<file path="src/rtl/pagpio_pkg.sv">
package pagpio_pkg;
  // ==========================================================
  // register indices (byte address is four times the index)
  localparam logic [19:0] DIR_IDX = 20'hEE009;
  localparam logic [19:0] DATA_IDX = 20'hFFFD9;
  localparam logic [19:0] PAT_EN_IDX = 20'h00001;
  localparam logic [19:0] TMR_CTL_IDX = 20'h00002;
  localparam logic [19:0] BUS_REL_IDX = 20'h00003;
  localparam logic [19:0] STATUS_IDX = 20'h00004;
  localparam int IDX_LSB = 2;
  localparam int IDX_MSB = 21;
  // ==========================================================
  // reset values, and the fixed direction read value
  localparam logic [7:0] DIR_RST_NORMAL = 8'h00;
  localparam logic [7:0] DIR_RST_ADDR = 8'h80;
  localparam logic [7:0] DATA_RST = 8'h00;
  localparam logic [7:0] PAT_EN_RST = 8'h00;
  localparam logic [17:0] TMR_CTL_RST = 18'h00000;
  localparam logic [3:0] BUS_REL_RST = 4'hF;
  localparam logic [7:0] DIR_READ_VAL = 8'hFF;
  // ==========================================================
  // timer control field positions
  localparam int C1A_LSB = 0;
  localparam int C1B_LSB = 4;
  localparam int C2A_LSB = 8;
  localparam int C2B_LSB = 12;
  localparam int C1_PWM_BIT = 16;
  localparam int C2_PWM_BIT = 17;
  // status field positions
  localparam int ST_MODE_LSB = 16;
  localparam int ST_OE_LSB = 8;
  // ==========================================================
  // operating modes
  localparam logic [2:0] MODE_3 = 3'h3;
  localparam logic [2:0] MODE_4 = 3'h4;
  localparam logic [2:0] MODE_5 = 3'h5;
  // bus responses
  localparam logic [1:0] RESP_OKAY = 2'h0;
  localparam logic [1:0] RESP_SLVERR = 2'h2;
  // ==========================================================
  typedef struct packed {
    logic [31:0] awaddr;
    logic awvalid;
    logic [31:0] wdata;
    logic [3:0] wstrb;
    logic wvalid;
    logic bready;
    logic [31:0] araddr;
    logic arvalid;
    logic rready;
  } pagpio_axil_req_t;
  typedef struct packed {
    logic awready;
    logic wready;
    logic [1:0] bresp;
    logic bvalid;
    logic arready;
    logic [31:0] rdata;
    logic [1:0] rresp;
    logic rvalid;
  } pagpio_axil_rsp_t;
endpackage : pagpio_pkg

</file>
<file path="src/rtl/pagpio_chan_hold.sv">
`timescale 1ns/1ps
// holds one bus channel item until the write can complete
module pagpio_chan_hold #(
  parameter int W = 32
) (
  // clock and reset
  input wire logic clk,
  input wire logic rst_n,
  // filling side
  input wire logic valid,
  input wire logic [W-1:0] payload,
  output logic ready,
  // draining side
  input wire logic take,
  output logic full,
  output logic [W-1:0] held
);
  logic full_q;
  logic [W-1:0] held_q;
  assign ready = !full_q;
  assign full = full_q;
  assign held = held_q;
  always_ff @(posedge clk) begin
    if (!rst_n) begin
      full_q <= 1'b0;
    end else if (valid && !full_q) begin
      full_q <= 1'b1;
    end else if (take) begin
      full_q <= 1'b0;
    end
  end
  always_ff @(posedge clk) begin
    if (!rst_n) begin
      held_q <= '0;
    end else if (valid && !full_q) begin
      held_q <= payload;
    end
  end
endmodule : pagpio_chan_hold

</file>
<file path="src/rtl/pagpio_pinsel.sv">
`timescale 1ns/1ps
// function selector for one port pin
module pagpio_pinsel #(
  parameter bit B_SIDE = 1'b0
) (
  // generic port
  input wire logic dir,
  input wire logic data,
  input wire logic pat_en,
  input wire logic pat_val,
  // timer
  input wire logic pwm,
  input wire logic [2:0] io_ctl,
  input wire logic cmp_val,
  // address override
  input wire logic addr_sel,
  input wire logic addr_val,
  // pin side
  input wire logic pin_in,
  output logic pin_out,
  output logic pin_oe,
  output logic cap_out
);
  logic cmp_sel;
  logic cap_sel;
  always_comb begin
    if (B_SIDE) begin
      cmp_sel = !io_ctl[2] && (io_ctl[1:0] != 2'h0);
      cap_sel = io_ctl[2] && !pwm;
    end else begin
      cmp_sel = !io_ctl[2] && (pwm || (io_ctl[1:0] != 2'h0));
      cap_sel = io_ctl[2];
    end
  end
  // capture taps the pin beside the generic input path
  assign cap_out = cap_sel && pin_in;
  // address first, then compare, then pattern, then plain data
  always_comb begin
    pin_out = 1'b0;
    pin_oe = 1'b0;
    if (addr_sel) begin
      pin_out = addr_val;
      pin_oe = 1'b1;
    end else if (cmp_sel) begin
      pin_out = cmp_val;
      pin_oe = 1'b1;
    end else if (dir) begin
      pin_out = pat_en ? pat_val : data;
      pin_oe = 1'b1;
    end
  end
endmodule : pagpio_pinsel

</file>
<file path="src/rtl/pagpio_top.sv">
// Register access over AXI4-Lite was left to the implementer.
`timescale 1ns/1ps
module pagpio_top (
  // clock and reset
  input wire logic clk,
  input wire logic rst_n,
  // register bus
  input wire pagpio_pkg::pagpio_axil_req_t axil_req,
  output pagpio_pkg::pagpio_axil_rsp_t axil_rsp,
  // chip state
  input wire logic [2:0] mode,
  input wire logic hw_standby,
  input wire logic sw_standby,
  // peripheral sources
  input wire logic [7:0] pattern_val,
  input wire logic chan1_a_cmp,
  input wire logic chan1_b_cmp,
  input wire logic chan2_a_cmp,
  input wire logic chan2_b_cmp,
  input wire logic [3:0] addr_hi,
  // capture taps
  output logic chan1_a_cap,
  output logic chan1_b_cap,
  output logic chan2_a_cap,
  output logic chan2_b_cap,
  // port pins
  input wire logic [7:0] pin_i,
  output logic [7:0] pin_o,
  output logic [7:0] pin_oe
);
  // ==========================================================
  // mode decode
  logic addr_mode;
  logic exp_mode;
  logic regs_clear;
  assign addr_mode = (mode == pagpio_pkg::MODE_3) ||
                     (mode == pagpio_pkg::MODE_4);
  assign exp_mode = (mode == pagpio_pkg::MODE_5);
  // hardware standby clears like reset; software standby does not,
  // so outputs keep driving through it
  assign regs_clear = !rst_n || hw_standby;

  // ==========================================================
  // write channel holding
  logic aw_full;
  logic w_full;
  logic [31:0] aw_addr;
  logic [35:0] w_held;
  logic wr_go;
  logic bvalid_q;
  logic [1:0] bresp_q;
  logic aw_ready;
  logic w_ready;

  // write completes once both halves are held and no answer waits
  assign wr_go = aw_full && w_full && !bvalid_q;

  pagpio_chan_hold #(
    .W(32)
  ) u_aw_hold (
    .clk(clk),
    .rst_n(rst_n),
    .valid(axil_req.awvalid),
    .payload(axil_req.awaddr),
    .ready(aw_ready),
    .take(wr_go),
    .full(aw_full),
    .held(aw_addr)
  );

  pagpio_chan_hold #(
    .W(36)
  ) u_w_hold (
    .clk(clk),
    .rst_n(rst_n),
    .valid(axil_req.wvalid),
    .payload({axil_req.wstrb, axil_req.wdata}),
    .ready(w_ready),
    .take(wr_go),
    .full(w_full),
    .held(w_held)
  );

  // ==========================================================
  // write decode
  logic [31:0] wr_data;
  logic wr_lane0;
  logic wr_lane1;
  logic wr_lane2;
  logic wr_hi_zero;
  logic wr_dir;
  logic wr_dat;
  logic wr_pat;
  logic wr_tmr;
  logic wr_bus;
  logic wr_hit;

  assign wr_data = w_held[31:0];
  assign wr_lane0 = w_held[32];
  assign wr_lane1 = w_held[33];
  assign wr_lane2 = w_held[34];
  assign wr_hi_zero = (aw_addr[31:pagpio_pkg::IDX_MSB+1] == '0);
  always_comb begin
    wr_dir = 1'b0;
    wr_dat = 1'b0;
    wr_pat = 1'b0;
    wr_tmr = 1'b0;
    wr_bus = 1'b0;
    if (wr_hi_zero) begin
      case (aw_addr[pagpio_pkg::IDX_MSB:pagpio_pkg::IDX_LSB])
        pagpio_pkg::DIR_IDX: wr_dir = 1'b1;
        pagpio_pkg::DATA_IDX: wr_dat = 1'b1;
        pagpio_pkg::PAT_EN_IDX: wr_pat = 1'b1;
        pagpio_pkg::TMR_CTL_IDX: wr_tmr = 1'b1;
        pagpio_pkg::BUS_REL_IDX: wr_bus = 1'b1;
        default: wr_dir = 1'b0;
      endcase
    end
  end
  // status is read-only and answers a write with an error
  assign wr_hit = wr_dir || wr_dat || wr_pat || wr_tmr || wr_bus;

  // ==========================================================
  // port direction
  logic [7:0] dir_q;
  always_ff @(posedge clk) begin
    if (regs_clear) begin
      dir_q <= addr_mode ? pagpio_pkg::DIR_RST_ADDR
                         : pagpio_pkg::DIR_RST_NORMAL;
    end else if (wr_go && wr_dir && wr_lane0) begin
      dir_q[6:0] <= wr_data[6:0];
      // address pin direction stays set in modes 3 and 4
      dir_q[7] <= addr_mode ? 1'b1 : wr_data[7];
    end
  end

  // ==========================================================
  // port output data
  logic [7:0] data_q;
  always_ff @(posedge clk) begin
    if (regs_clear) begin
      data_q <= pagpio_pkg::DATA_RST;
    end else if (wr_go && wr_dat && wr_lane0) begin
      data_q <= wr_data[7:0];
    end
  end

  // ==========================================================
  // pattern enable, timer control, bus release control
  logic [7:0] pat_en_q;
  logic [17:0] tmr_ctl_q;
  logic [3:0] bus_rel_q;
  always_ff @(posedge clk) begin
    if (regs_clear) begin
      pat_en_q <= pagpio_pkg::PAT_EN_RST;
    end else if (wr_go && wr_pat && wr_lane0) begin
      pat_en_q <= wr_data[7:0];
    end
  end
  always_ff @(posedge clk) begin
    if (regs_clear) begin
      tmr_ctl_q <= pagpio_pkg::TMR_CTL_RST;
    end else if (wr_go && wr_tmr) begin
      if (wr_lane0) begin
        tmr_ctl_q[7:0] <= wr_data[7:0];
      end
      if (wr_lane1) begin
        tmr_ctl_q[15:8] <= wr_data[15:8];
      end
      if (wr_lane2) begin
        tmr_ctl_q[17:16] <= wr_data[17:16];
      end
    end
  end
  always_ff @(posedge clk) begin
    if (regs_clear) begin
      bus_rel_q <= pagpio_pkg::BUS_REL_RST;
    end else if (wr_go && wr_bus && wr_lane0) begin
      bus_rel_q <= wr_data[3:0];
    end
  end

  // ==========================================================
  // write response
  always_ff @(posedge clk) begin
    if (!rst_n) begin
      bvalid_q <= 1'b0;
      bresp_q <= pagpio_pkg::RESP_OKAY;
    end else if (wr_go) begin
      bvalid_q <= 1'b1;
      bresp_q <= wr_hit ? pagpio_pkg::RESP_OKAY
                        : pagpio_pkg::RESP_SLVERR;
    end else if (axil_req.bready) begin
      bvalid_q <= 1'b0;
    end
  end

  // ==========================================================
  // pin function selection
  logic [7:0] addr_sel;
  logic [7:0] addr_val;
  logic [7:0] pwm_sel;
  logic [23:0] io_ctl;
  logic [7:0] cmp_val;
  logic [7:0] cap_tap;
  logic [7:0] drv_o;
  logic [7:0] drv_oe;

  always_comb begin
    addr_sel = 8'h00;
    addr_val = 8'h00;
    if (addr_mode) begin
      addr_sel[7] = 1'b1;
      addr_val[7] = addr_hi[0];
    end else if (exp_mode) begin
      // enable bits are active low: zero hands the pin to the bus
      addr_sel[7] = !bus_rel_q[0];
      addr_sel[6] = !bus_rel_q[1];
      addr_sel[5] = !bus_rel_q[2];
      addr_sel[4] = !bus_rel_q[3];
      addr_val[7] = addr_hi[0];
      addr_val[6] = addr_hi[1];
      addr_val[5] = addr_hi[2];
      addr_val[4] = addr_hi[3];
    end
  end

  // pins 3..0 have no timer hookup here, so their controls stay zero
  assign pwm_sel = {{2{tmr_ctl_q[pagpio_pkg::C2_PWM_BIT]}},
                    {2{tmr_ctl_q[pagpio_pkg::C1_PWM_BIT]}}, 4'h0};
  assign io_ctl = {tmr_ctl_q[pagpio_pkg::C2B_LSB +: 3],
                   tmr_ctl_q[pagpio_pkg::C2A_LSB +: 3],
                   tmr_ctl_q[pagpio_pkg::C1B_LSB +: 3],
                   tmr_ctl_q[pagpio_pkg::C1A_LSB +: 3], 12'h000};
  assign cmp_val = {chan2_b_cmp, chan2_a_cmp,
                    chan1_b_cmp, chan1_a_cmp, 4'h0};

  genvar gi;
  generate
    for (gi = 0; gi < 8; gi++) begin : g_pin
      pagpio_pinsel #(
        .B_SIDE((gi % 2) == 1)
      ) u_sel (
        .dir(dir_q[gi]),
        .data(data_q[gi]),
        .pat_en(pat_en_q[gi]),
        .pat_val(pattern_val[gi]),
        .pwm(pwm_sel[gi]),
        .io_ctl(io_ctl[3*gi +: 3]),
        .cmp_val(cmp_val[gi]),
        .addr_sel(addr_sel[gi]),
        .addr_val(addr_val[gi]),
        .pin_in(pin_i[gi]),
        .pin_out(drv_o[gi]),
        .pin_oe(drv_oe[gi]),
        .cap_out(cap_tap[gi])
      );
    end
  endgenerate

  // pins float while the chip sits in hardware standby
  assign pin_o = drv_o;
  assign pin_oe = hw_standby ? 8'h00 : drv_oe;
  assign chan1_a_cap = cap_tap[4];
  assign chan1_b_cap = cap_tap[5];
  assign chan2_a_cap = cap_tap[6];
  assign chan2_b_cap = cap_tap[7];

  // ==========================================================
  // read channel
  logic rvalid_q;
  logic [31:0] rdata_q;
  logic [1:0] rresp_q;
  logic [31:0] rd_mux;
  logic rd_hit;
  logic rd_take;
  logic [7:0] port_view;

  assign rd_take = axil_req.arvalid && !rvalid_q;
  assign port_view = (dir_q & data_q) | (~dir_q & pin_i);

  always_comb begin
    rd_mux = 32'h00000000;
    rd_hit = 1'b0;
    if (axil_req.araddr[31:pagpio_pkg::IDX_MSB+1] == '0) begin
      rd_hit = 1'b1;
      case (axil_req.araddr[pagpio_pkg::IDX_MSB:pagpio_pkg::IDX_LSB])
        pagpio_pkg::DIR_IDX: rd_mux[7:0] = pagpio_pkg::DIR_READ_VAL;
        pagpio_pkg::DATA_IDX: rd_mux[7:0] = port_view;
        pagpio_pkg::PAT_EN_IDX: rd_mux[7:0] = pat_en_q;
        pagpio_pkg::TMR_CTL_IDX: rd_mux[17:0] = tmr_ctl_q;
        pagpio_pkg::BUS_REL_IDX: rd_mux[3:0] = bus_rel_q;
        pagpio_pkg::STATUS_IDX: begin
          rd_mux[7:0] = pin_i;
          rd_mux[pagpio_pkg::ST_OE_LSB +: 8] = pin_oe;
          rd_mux[pagpio_pkg::ST_MODE_LSB +: 3] = mode;
          rd_mux[pagpio_pkg::ST_MODE_LSB+3] = sw_standby;
        end
        default: rd_hit = 1'b0;
      endcase
    end
  end

  always_ff @(posedge clk) begin
    if (!rst_n) begin
      rvalid_q <= 1'b0;
    end else if (rd_take) begin
      rvalid_q <= 1'b1;
    end else if (axil_req.rready) begin
      rvalid_q <= 1'b0;
    end
  end
  always_ff @(posedge clk) begin
    if (!rst_n) begin
      rdata_q <= 32'h00000000;
      rresp_q <= pagpio_pkg::RESP_OKAY;
    end else if (rd_take) begin
      rdata_q <= rd_mux;
      rresp_q <= rd_hit ? pagpio_pkg::RESP_OKAY
                        : pagpio_pkg::RESP_SLVERR;
    end
  end

  // ==========================================================
  // bus outputs
  always_comb begin
    axil_rsp.awready = aw_ready;
    axil_rsp.wready = w_ready;
    axil_rsp.bvalid = bvalid_q;
    axil_rsp.bresp = bresp_q;
    axil_rsp.arready = !rvalid_q;
    axil_rsp.rvalid = rvalid_q;
    axil_rsp.rdata = rdata_q;
    axil_rsp.rresp = rresp_q;
  end
endmodule : pagpio_top

</file>
<file path="config.mk">
export PLATFORM = sky130hd
export DESIGN_NAME = pagpio_top
export DESIGN_NICKNAME = d
export VERILOG_FILES = /design/src/rtl/pagpio_pkg.sv /design/src/rtl/pagpio_chan_hold.sv /design/src/rtl/pagpio_pinsel.sv /design/src/rtl/pagpio_top.sv
export SDC_FILE = /design/constraint.sdc
export NUM_CORES = 1
export LEC_CHECK = 0
export BUFFER_PORTS_ARGS = -buffer_cell sky130_fd_sc_hd__clkbuf_2
export CAP_MARGIN = 10
export CELL_PAD_IN_SITES_DETAIL_PLACEMENT = 0
export CELL_PAD_IN_SITES_GLOBAL_PLACEMENT = 1
export CORE_MARGIN = 4
export CORE_UTILIZATION = 25
export DETAILED_ROUTE_END_ITERATION = 10
export PLACE_DENSITY = 0.54
export SLEW_MARGIN = 20
export SYNTH_ARGS = -nofsm -noshare
export SYNTH_HDL_FRONTEND = slang
export SYNTH_HIERARCHICAL = 1
export SYNTH_SLANG_ARGS = --single-unit
export TNS_END_PERCENT = 30
</file>
<file path="constraint.sdc">
create_clock -name clk -period 2.25 [get_ports clk]
set_input_delay 0.225 -clock clk [delete_from_list [all_inputs] [get_ports clk]]
set_output_delay 0.225 -clock clk [all_outputs]
set_load 0.03 [all_outputs]
</file>
### Yosys cells after proc, flatten, opt, wreduce, memory -nomap -nowiden

Index checks and enable logic that the tools add are counted.

* input port bits: 136
* logic and storage cells: 173
* output and inout bits: 61
* bits in registers: 141

* bitwise operators: 4
* equal/unequal tests: 14
* reductions and logical operators: 62
* muxes and demuxes: 77

Operators by type and width (number)
* $eq 20x2->1 const B: 4
* $eq 20x20->1 const B: 4
* $mux 1: 62
* $eq 20x1->1 const B: 2
* $mux 8: 4
* $logic_and 1x1->1: 24
* $pmux 4 s6: 1
* $eq 20x3->1 const B: 1
* $logic_not 10->1: 2
* $mux 20: 1
* $pmux 10 s2: 1
* $pmux 4 s5: 1
* $reduce_bool 2->1: 9
* $and 8x8->8: 2
* $logic_not 1->1: 15
* $logic_or 1x1->1: 8
* $mux 4: 2
* $not 8->8: 1
* $or 8x8->8: 1
* $eq 3x3->1 const B: 2
* $mux 2: 3
* $mux 3: 2
* $reduce_and 2->1: 3
* $reduce_or 6->1: 1
* $eq 3x2->1 const B: 1

### Longest topological paths before layout

Gate-level depths: netlist (run 1).

* depth in word-level cells: 8
* gate-level depth with buffers: 7
* gate-level depth less buffers: 7

### Cells and area by module

Netlist (run 1), hierarchy kept.

By module, submodules not included
* pagpio_top: seq. area each 1481.4 um^2, cells an instance 406, area each 3558.4 um^2, times used 1
* pagpio_chan_hold at u_w_hold: seq. area each 740.7 um^2, cells an instance 161, area each 1508.9 um^2, times used 1
* pagpio_chan_hold at u_aw_hold: seq. area each 660.6 um^2, cells an instance 144, area each 1355.0 um^2, times used 1
* pagpio_pinsel at g_pin[0].u_sel ...: seq. area each 0.0 um^2, cells an instance 9, area each 76.3 um^2, times used 4
* pagpio_pinsel at g_pin[1].u_sel ...: seq. area each 0.0 um^2, cells an instance 8, area each 65.1 um^2, times used 4

### Worst setup path before layout (run 1)

OpenSTA, ideal clock, no wires.

* kind: flip-flop to flip-flop
* from: reg u_aw_hold.full_q, in the netlist u_aw_hold/full
* to: reg bus_rel_q[0]
* library setup time: 0.130 ns
* required time: 2.120 ns
* buffers on the path: 2
* arrival time: 1.667 ns
* setup slack: 0.453 ns
* stages on the path, launching flop included: 8
* cells stage by stage: dfxtp_1 -> and3b_1 -> buf_4 -> nand4_2 -> or4_1 -> clkbuf_1 -> mux2i_1 -> nand2_1

* cells in the longest elaborated chain, start to end: 4

Ends and longest elaborated chain
* start, declared: line pagpio_chan_hold.sv:18 `logic full_q;`
* start signal, assigned: line pagpio_chan_hold.sv:25 `full_q <= 1'b0;`
* start signal, assigned: line pagpio_chan_hold.sv:27 `full_q <= 1'b1;`
* start signal, assigned: line pagpio_chan_hold.sv:29 `full_q <= 1'b0;`
* $logic_and 1x1->1 (2 in series): line pagpio_top.sv:56 `assign wr_go = aw_full && w_full && !bvalid_q;`
* net wr_go: line pagpio_top.sv:49 `logic wr_go;`
* $logic_and 1x1->1 (2 in series): line pagpio_top.sv:178 `end else if (wr_go && wr_bus && wr_lane0) begin`
* end signal, assigned: line pagpio_top.sv:177 `bus_rel_q <= pagpio_pkg::BUS_REL_RST;`
* end signal, assigned: line pagpio_top.sv:179 `bus_rel_q <= wr_data[3:0];`
* end, declared: line pagpio_top.sv:152 `logic [3:0] bus_rel_q;`

The timed path passes the listed nets, and every way through them passes these cells.
A chain may end at the register's enable or synchronous reset.

### Worst setup path in the final report (run 1)

* from: reg tmr_ctl_q[16]
* to: out pin_oe[4]

* cells in the longest elaborated chain, start to end: 5

Ends and longest elaborated chain
* start, declared: line pagpio_top.sv:151 `logic [17:0] tmr_ctl_q;`
* start signal, assigned: line pagpio_top.sv:162 `tmr_ctl_q <= pagpio_pkg::TMR_CTL_RST;`
* start signal, assigned: line pagpio_top.sv:171 `tmr_ctl_q[17:16] <= wr_data[17:16];`
* $logic_or 1x1->1: line pagpio_pinsel.sv:31 `cmp_sel = !io_ctl[2] && (pwm || (io_ctl[1:0] != 2'h0));`
* $logic_and 1x1->1: line pagpio_pinsel.sv:31
* $mux 1: line pagpio_pinsel.sv:44 `end else if (cmp_sel) begin`
* $mux 1: line pagpio_pinsel.sv:41 `if (addr_sel) begin`
* net drv_oe[4]: line pagpio_top.sv:207 `logic [7:0] drv_oe;`
* $mux 8: line pagpio_top.sv:263 `assign pin_oe = hw_standby ? 8'h00 : drv_oe;`
* end, declared: line pagpio_top.sv:29 `output logic [7:0] pin_oe`

The timed path passes the listed nets, and every way through them passes these cells.

==> results by group, run 1 <==
Place
  • Port bufs: 163
  • Dpl hpwl: 15100 um
  • Cells after DPL: 1214
  • Pre-CTS setup slack: 183 ps
  • Final GP Congestion: 0.838

Worst setup path
  • Setup slack, reg-to-reg: 220 ps
  • Worst Path Required: slightly above 2000 ps
  • CP startpoint kind: register
  • Critical-path cell with the highest stage delay: or3_1
  • Critical Path End Type: output pin
  • Kind of critical path: register to output pin
  • Crit-path cells: nor3_2 > nor2_1 > or3_1 > nor2b_1 > clkbuf_2
  • Reg-to-Reg Start: u_w_hold/full
  • CP Buf/Inv Count: 1
  • Crit path DAT: 1820 ps
  • Reg2Reg Depth: 5
  • CP delay by family, top: simple AND/OR/NAND/NOR gates
  • CP Depth: 5
  • Worst R2R End: bus_rel_q[2]
  • Critical path capture point: pin_oe[4]
  • Critical path launch point: tmr_ctl_q[16]
  • CP max FO: 2
  • Critical path's largest stage delay: about 380 ps

GRT
  • Met2 usage: between 20% and 30%
  • Global route hottest layer: met2
  • Met3 Use GR: 4.60%
  • Global Route Usage Sum: about 14%
  • Grt total ovfl: 0
  • Largest net degree at the start of global routing: 117
  • Vias in the first global route: 5424
  • First-pass GRT wire length: 30900 um
  • M1 GR Usage: 19.4%
  • Initial antenna violation count: 3

Detailed routing
  • Initial DRC count: 257
  • Routed vias/inst: 4.37
  • Routed WL: 19700 um
  • DR DRC count: 0
  • Via Count: 5445
  • Post-route ant nets: 0
  • TritonRoute pass-1 iters: 4
  • WL per Instance: 15.8 um

Floorplanning
  • Initial cell density of the core: 25.7%
  • Core box area: 0.0245 mm^2
  • Rows: 57
  • DIE HEIGHT: approximately 170 um
  • IO Count: about 200
  • Die Wd: 167 um
  • Die area: 0.0278 mm^2

Clock tree
  • Clock sink total: 123
  • Cts hold-fix bufs: 0
  • PostCTS Resize Cnt: 0
  • Htree depth: 4
  • CTS buffer count: 17
  • Post-CTS Setup Repair Bufs: 0
  • Max Buffers Root-to-Sink: 2
  • Worst skew pair latency: 420 ps
  • Clock slew at reported path FFs: roughly 60 ps
  • CTS tree: built
  • CTS root buf: clkbuf_16

STA
  • Hold WS: 30.9 ps
  • Worst clock skew: 10.4 ps
  • Fin Setup TNS: 0 ps
  • Fmax: 490 MHz
  • Worst Tran Pin Value: ~530 ps
  • Final setup fails: 0
  • Count of final hold-check violations: 0
  • Setup WS post-layout: 210 ps
  • Unrepaired setup endpoints after global routing: false
  • Max Slew Vio Count: 0
  • Tmin final: between 2000 and 2500 ps
  • Final Cycle Share: 90.7%
  • Slew headroom: 64.5%

Logic synthesis
  • Netlist Area Pre-Place: 0.00629 mm^2
  • Post-Syn Area per Cell: 8.95 um^2
  • Ys Warns: 6
  • Cells after Synth: 703

Final layout
  • Synth-to-layout area growth: 28.7%
  • Commonest non-fill, non-tap cell in the layout: clkbuf_2
  • ANT cells: 0
  • Post-route insts no fill: between 1000 and 1500
  • Most frequent cells in the layout: clkbuf_2 (162), nand2_1 (147), dfxtp_1 (115), mux2i_1 (69), conb_1 (54)
  • Share of post-route cells with drive strength above 1: ~29%
  • NumNets Final: 1045
  • Number of fill cells in the layout: ~2700

Power and ir drop
  • Tot Pwr: between 0.005 and 0.006 W
  • P per Cell Area: around 700 mW/mm^2
  • Worst VDD drop: roughly 420 uV
  • Leakage: 3.48 nW

Worst hold path
  • Worst min path class: primary input to register

Run
  • Max Cap Viol: 0

Run status
  • Status: complete, no violations
==> power by group <==
group	switching (W)	total, W	internal (W)
Clock	0.000973	0.00260	0.00163
Combinational	0.000381	0.000641	0.000259
Sequential	0.0000565	0.00234	0.00228
==> metrics by stage <==
step                      util, %  area, um^2
after floorplan                 -        6490
after global placement       30.8        7550
after global routing         33.0        8100
final                        33.0        8100
after detailed placement     30.8        7550
after CTS                    33.0        8100
==> worst min-delay path by stage <==
stage                                    end  depth (start not counted)  slack, ps                from
after global routing      u_aw_hold/held[12]                          3         10        axil_req[85]
after detailed placement  u_aw_hold/held[31]                          2        450  u_aw_hold/held[31]
final                     u_aw_hold/held[12]                          3         30        axil_req[85]
after CTS                 u_aw_hold/held[12]                          3          8        axil_req[85]
after floorplan               u_aw_hold/full                          1        360        axil_req[72]
after global placement    u_aw_hold/held[31]                          2        440  u_aw_hold/held[31]
==> cell type report <==
| class | count | area (um^2) | area share, % |
|---|---|---|---|
| clock inverters | 8 | 68.8 | 0.849 |
| clock buffers | 23 | 489 | 6.04 |
| inverters | 13 | 48.8 | 0.602 |
| repair buffers | 191 | 1040 | 12.8 |
| multi-input cells | 563 | 3510 | 43.3 |
| well taps | 324 | 405 | 5.00 |
| flip-flops and latches | 123 | 2540 | 31.4 |
==> layer usage <==
metal / wire, um / up-vias
li1: - / 2834
met1: 9640 / 2437
met2: 8720 / 152
met3: 1170 / 16
met4: 108 / 6
met5: 38 / -
==> tightest hold or removal path, cell delays in order <==
cell      delay (ps)
clkbuf_2          80
nand2_1           40
mux2i_1           50
==> state kept, by name (all words and copies together) (netlist names) <==
signal	cells
bus_rel_q	4
rdata_q	20
tmr_ctl_q	18
dir_q	8
rvalid_q	1
u_aw_hold/full	1
bvalid_q	1
data_q	8
rresp_q	1
bresp_q	1
u_w_hold/held	21
pat_en_q	8
u_aw_hold/held	30
u_w_hold/full	1
No activity file was read; power rests on OpenSTA's default activity.
==> run 2: changes to the inputs <==
Settings changed: BUFFER_PORTS_ARGS -buffer_cell sky130_fd_sc_hd__clkbuf_2 to -buffer_cell sky130_fd_sc_hd__buf_2.
==> results by group, run 2 (same netlist as run 1, synthesis figures left out) <==
Worst setup path
  • CP max FO: 5 (+3)
  • CP startpoint kind: register
  • Setup slack, reg-to-reg: 180 ps (-40 ps)
  • Worst R2R End: bus_rel_q[2]
  • Critical Path End Type: register
  • Reg2Reg Depth: 5 (unchanged)
  • Worst Path Required: 2540 ps (+510 ps)
  • Reg-to-Reg Start: u_aw_hold/full
  • Crit path DAT: 2360 ps (+540 ps)
  • Kind of critical path: register to register

Final layout
  • Commonest non-fill, non-tap cell in the layout: buf_2
  • Post-Route Utilization: 33.2% (+0.18 points)
  • Register area: 0.00254 mm^2 (unchanged)
  • Max FFs per register: 30 (unchanged)
  • Share of post-route cells with drive strength above 1: 28.6% (-0.33 points)
  • Synth-to-layout area growth: 29.4%
  • Number of fill cells in the layout: 2622 (-2.2%)
  • Area of the multi-input gates: 0.00351 mm^2 (unchanged)
  • NumNets Final: 1044 (-0.096%)
  • Most frequent cells in the layout: buf_2 (162), nand2_1 (147), dfxtp_1 (115), mux2i_1 (69), conb_1 (54)
  • ANT cells: 0 (unchanged)

Detailed routing
  • Post-route ant nets: 0 (unchanged)
  • Routed WL: 19800 um (+0.57%)
  • Routed vias/inst: 4.41 (+0.75%)
  • DR DRC count: 0 (unchanged)
  • Via Count: 5486 (+0.75%)
  • WL per Instance: 15.9 um (+0.57%)
  • TritonRoute pass-1 iters: 5 (+1)
  • Initial DRC count: 284 (+11%)

Floorplanning
  • DIE HEIGHT: 167 um (unchanged)
  • Initial cell density of the core: 25.7% (unchanged)
  • Core box area: 0.0245 mm^2 (unchanged)
  • Die area: 0.0278 mm^2 (unchanged)
  • Die Wd: 167 um (unchanged)
  • IO Count: 197 (unchanged)
  • Rows: 57 (unchanged)

STA
  • Worst Tran Pin Value: 520 ps (-11.7 ps)
  • Count of final hold-check violations: 0 (unchanged)
  • Slew headroom: 65.3% (+0.78 points)
  • Final setup fails: 0 (unchanged)
  • Tmin final: 2070 ps (+28.2 ps)
  • Max Slew Vio Count: 0 (unchanged)
  • Setup WS post-layout: 182 ps (-28.2 ps)
  • Unrepaired setup endpoints after global routing: false
  • Fin Setup TNS: 0 ps (unchanged)
  • Final Cycle Share: 91.9% (+1.3 points)
  • Worst clock skew: 9.83 ps (-0.595 ps)
  • Fmax: 483 MHz (-1.4%)

GRT
  • Global Route Usage Sum: 14.0% (-0.059 points)
  • Grt total ovfl: 0 (unchanged)
  • First-pass GRT wire length: 30900 um (-0.20%)
  • Largest net degree at the start of global routing: 117 (unchanged)
  • Vias in the first global route: 5513 (+1.6%)
  • Initial antenna violation count: 4 (+1)

Clock tree
  • Clock sink total: 123 (unchanged)
  • Max Buffers Root-to-Sink: 2 (unchanged)
  • Post-CTS Setup Repair Bufs: 0 (unchanged)
  • Worst skew pair latency: 410 ps (about the same)
  • CTS root buf: clkbuf_16
  • CTS buffer count: 17 (unchanged)
  • Cts hold-fix bufs: 0 (unchanged)
  • Clock slew at reported path FFs: 60 ps (about the same)
  • Htree depth: 4 (unchanged)
  • CTS tree: built
  • PostCTS Resize Cnt: 0 (unchanged)

Power and ir drop
  • P per Cell Area: 714 mW/mm^2 (+3.8%)
  • Leakage: 3.50 nW (+0.46%)
  • Worst VDD drop: 384 uV (-8.0%)

Place
  • Dpl hpwl: 15200 um (+0.34%)
  • Port bufs: 163 (unchanged)
  • Final GP Congestion: 0.847 (+1.1%)
  • Pre-CTS setup slack: 150 ps (-33.1 ps)

Worst hold path
  • Hold path start: axil_req[85]
  • Cell depth of the worst min-delay path: 3 (unchanged)
  • Worst min path class: primary input to register
  • Hold EP: u_aw_hold/held[12]

Run
  • Max Cap Viol: 0 (unchanged)

Run status
  • Status: complete, no violations
## run 2: changes by cell type in the layout (fill, tap and decap cells not counted), sizes merged
cell | before | now
clkbuf | 185 | 26
clkinv | 8 | 3
bufinv | 1 | 3
inv | 12 | 13
buf | 29 | 190
## run 2: layout make-up
| type | instances | share of cell area (%) |
|---|---|---|
| tap | 324 | 4.98 |
| sequential | 123 | 31.2 |
| multi-input combinational | 563 | 43.1 |
| timing repair buffer | 190 | 12.7 |
| clock buffer | 26 | 6.14 |
| inverter | 13 | 0.599 |
| clock inverter | 6 | 1.34 |
## run 2: layer usage
layer / part of all wire [%] / wire, um / up-vias / GRT usage, %
met2: 44 / 8760 / 153 / 21.9
met1: 49 / 9690 / 2463 / 19.0
met3: 5.7 / 1130 / 20 / 3.96
met5: 0.28 / 55 / - / 0
met4: 0.80 / 159 / 8 / 3.74
li1: - / - / 2842 / -
## run 2: how the worst max path moves through the flow
stage | from | to | depth (start not counted)
global route | u_aw_hold/full | bus_rel_q[1] | 5
CTS | tmr_ctl_q[16] | pin_oe[4] | 5
floorplan | u_aw_hold/full | bus_rel_q[0] | 7
detailed placement | u_aw_hold/full | bus_rel_q[1] | 5
finish | u_aw_hold/full | bus_rel_q[2] | 5
global placement | u_aw_hold/full | bus_rel_q[0] | 5
## run 2: critical path, cell delays in order, from the launching register on
cell and delay, ps:
dfxtp_1 440, and3b_1 330, nand4_2 190, or4_1 710, mux2i_1 210, nand2_1 70
## run 2: power by group
| part | internal (W) | leakage [nW] | switching (W) |
|---|---|---|---|
| logic | 0.000259 | 2.18 | 0.000380 |
| clock network | 0.00187 | 0.298 | 0.000971 |
| registers | 0.00228 | 1.02 | 0.0000572 |
| total | 0.00441 | 3.50 | 0.00141 |
## run 2: per-stage QoR
stage | hold WS (ps) | cell area (um^2) | instances | total power (W)
after global routing | 34.7 | 8150 | 1245 | 0.00607
after detailed placement | 447 | 7540 | 1213 | 0.00303
after global placement | 436 | 7540 | 1213 | 0.00303
after CTS | 29.4 | 8150 | 1245 | 0.00592
final | 53.6 | 8150 | 1245 | 0.00582
after floorplan | 363 | 6490 | 756 | 0.00283
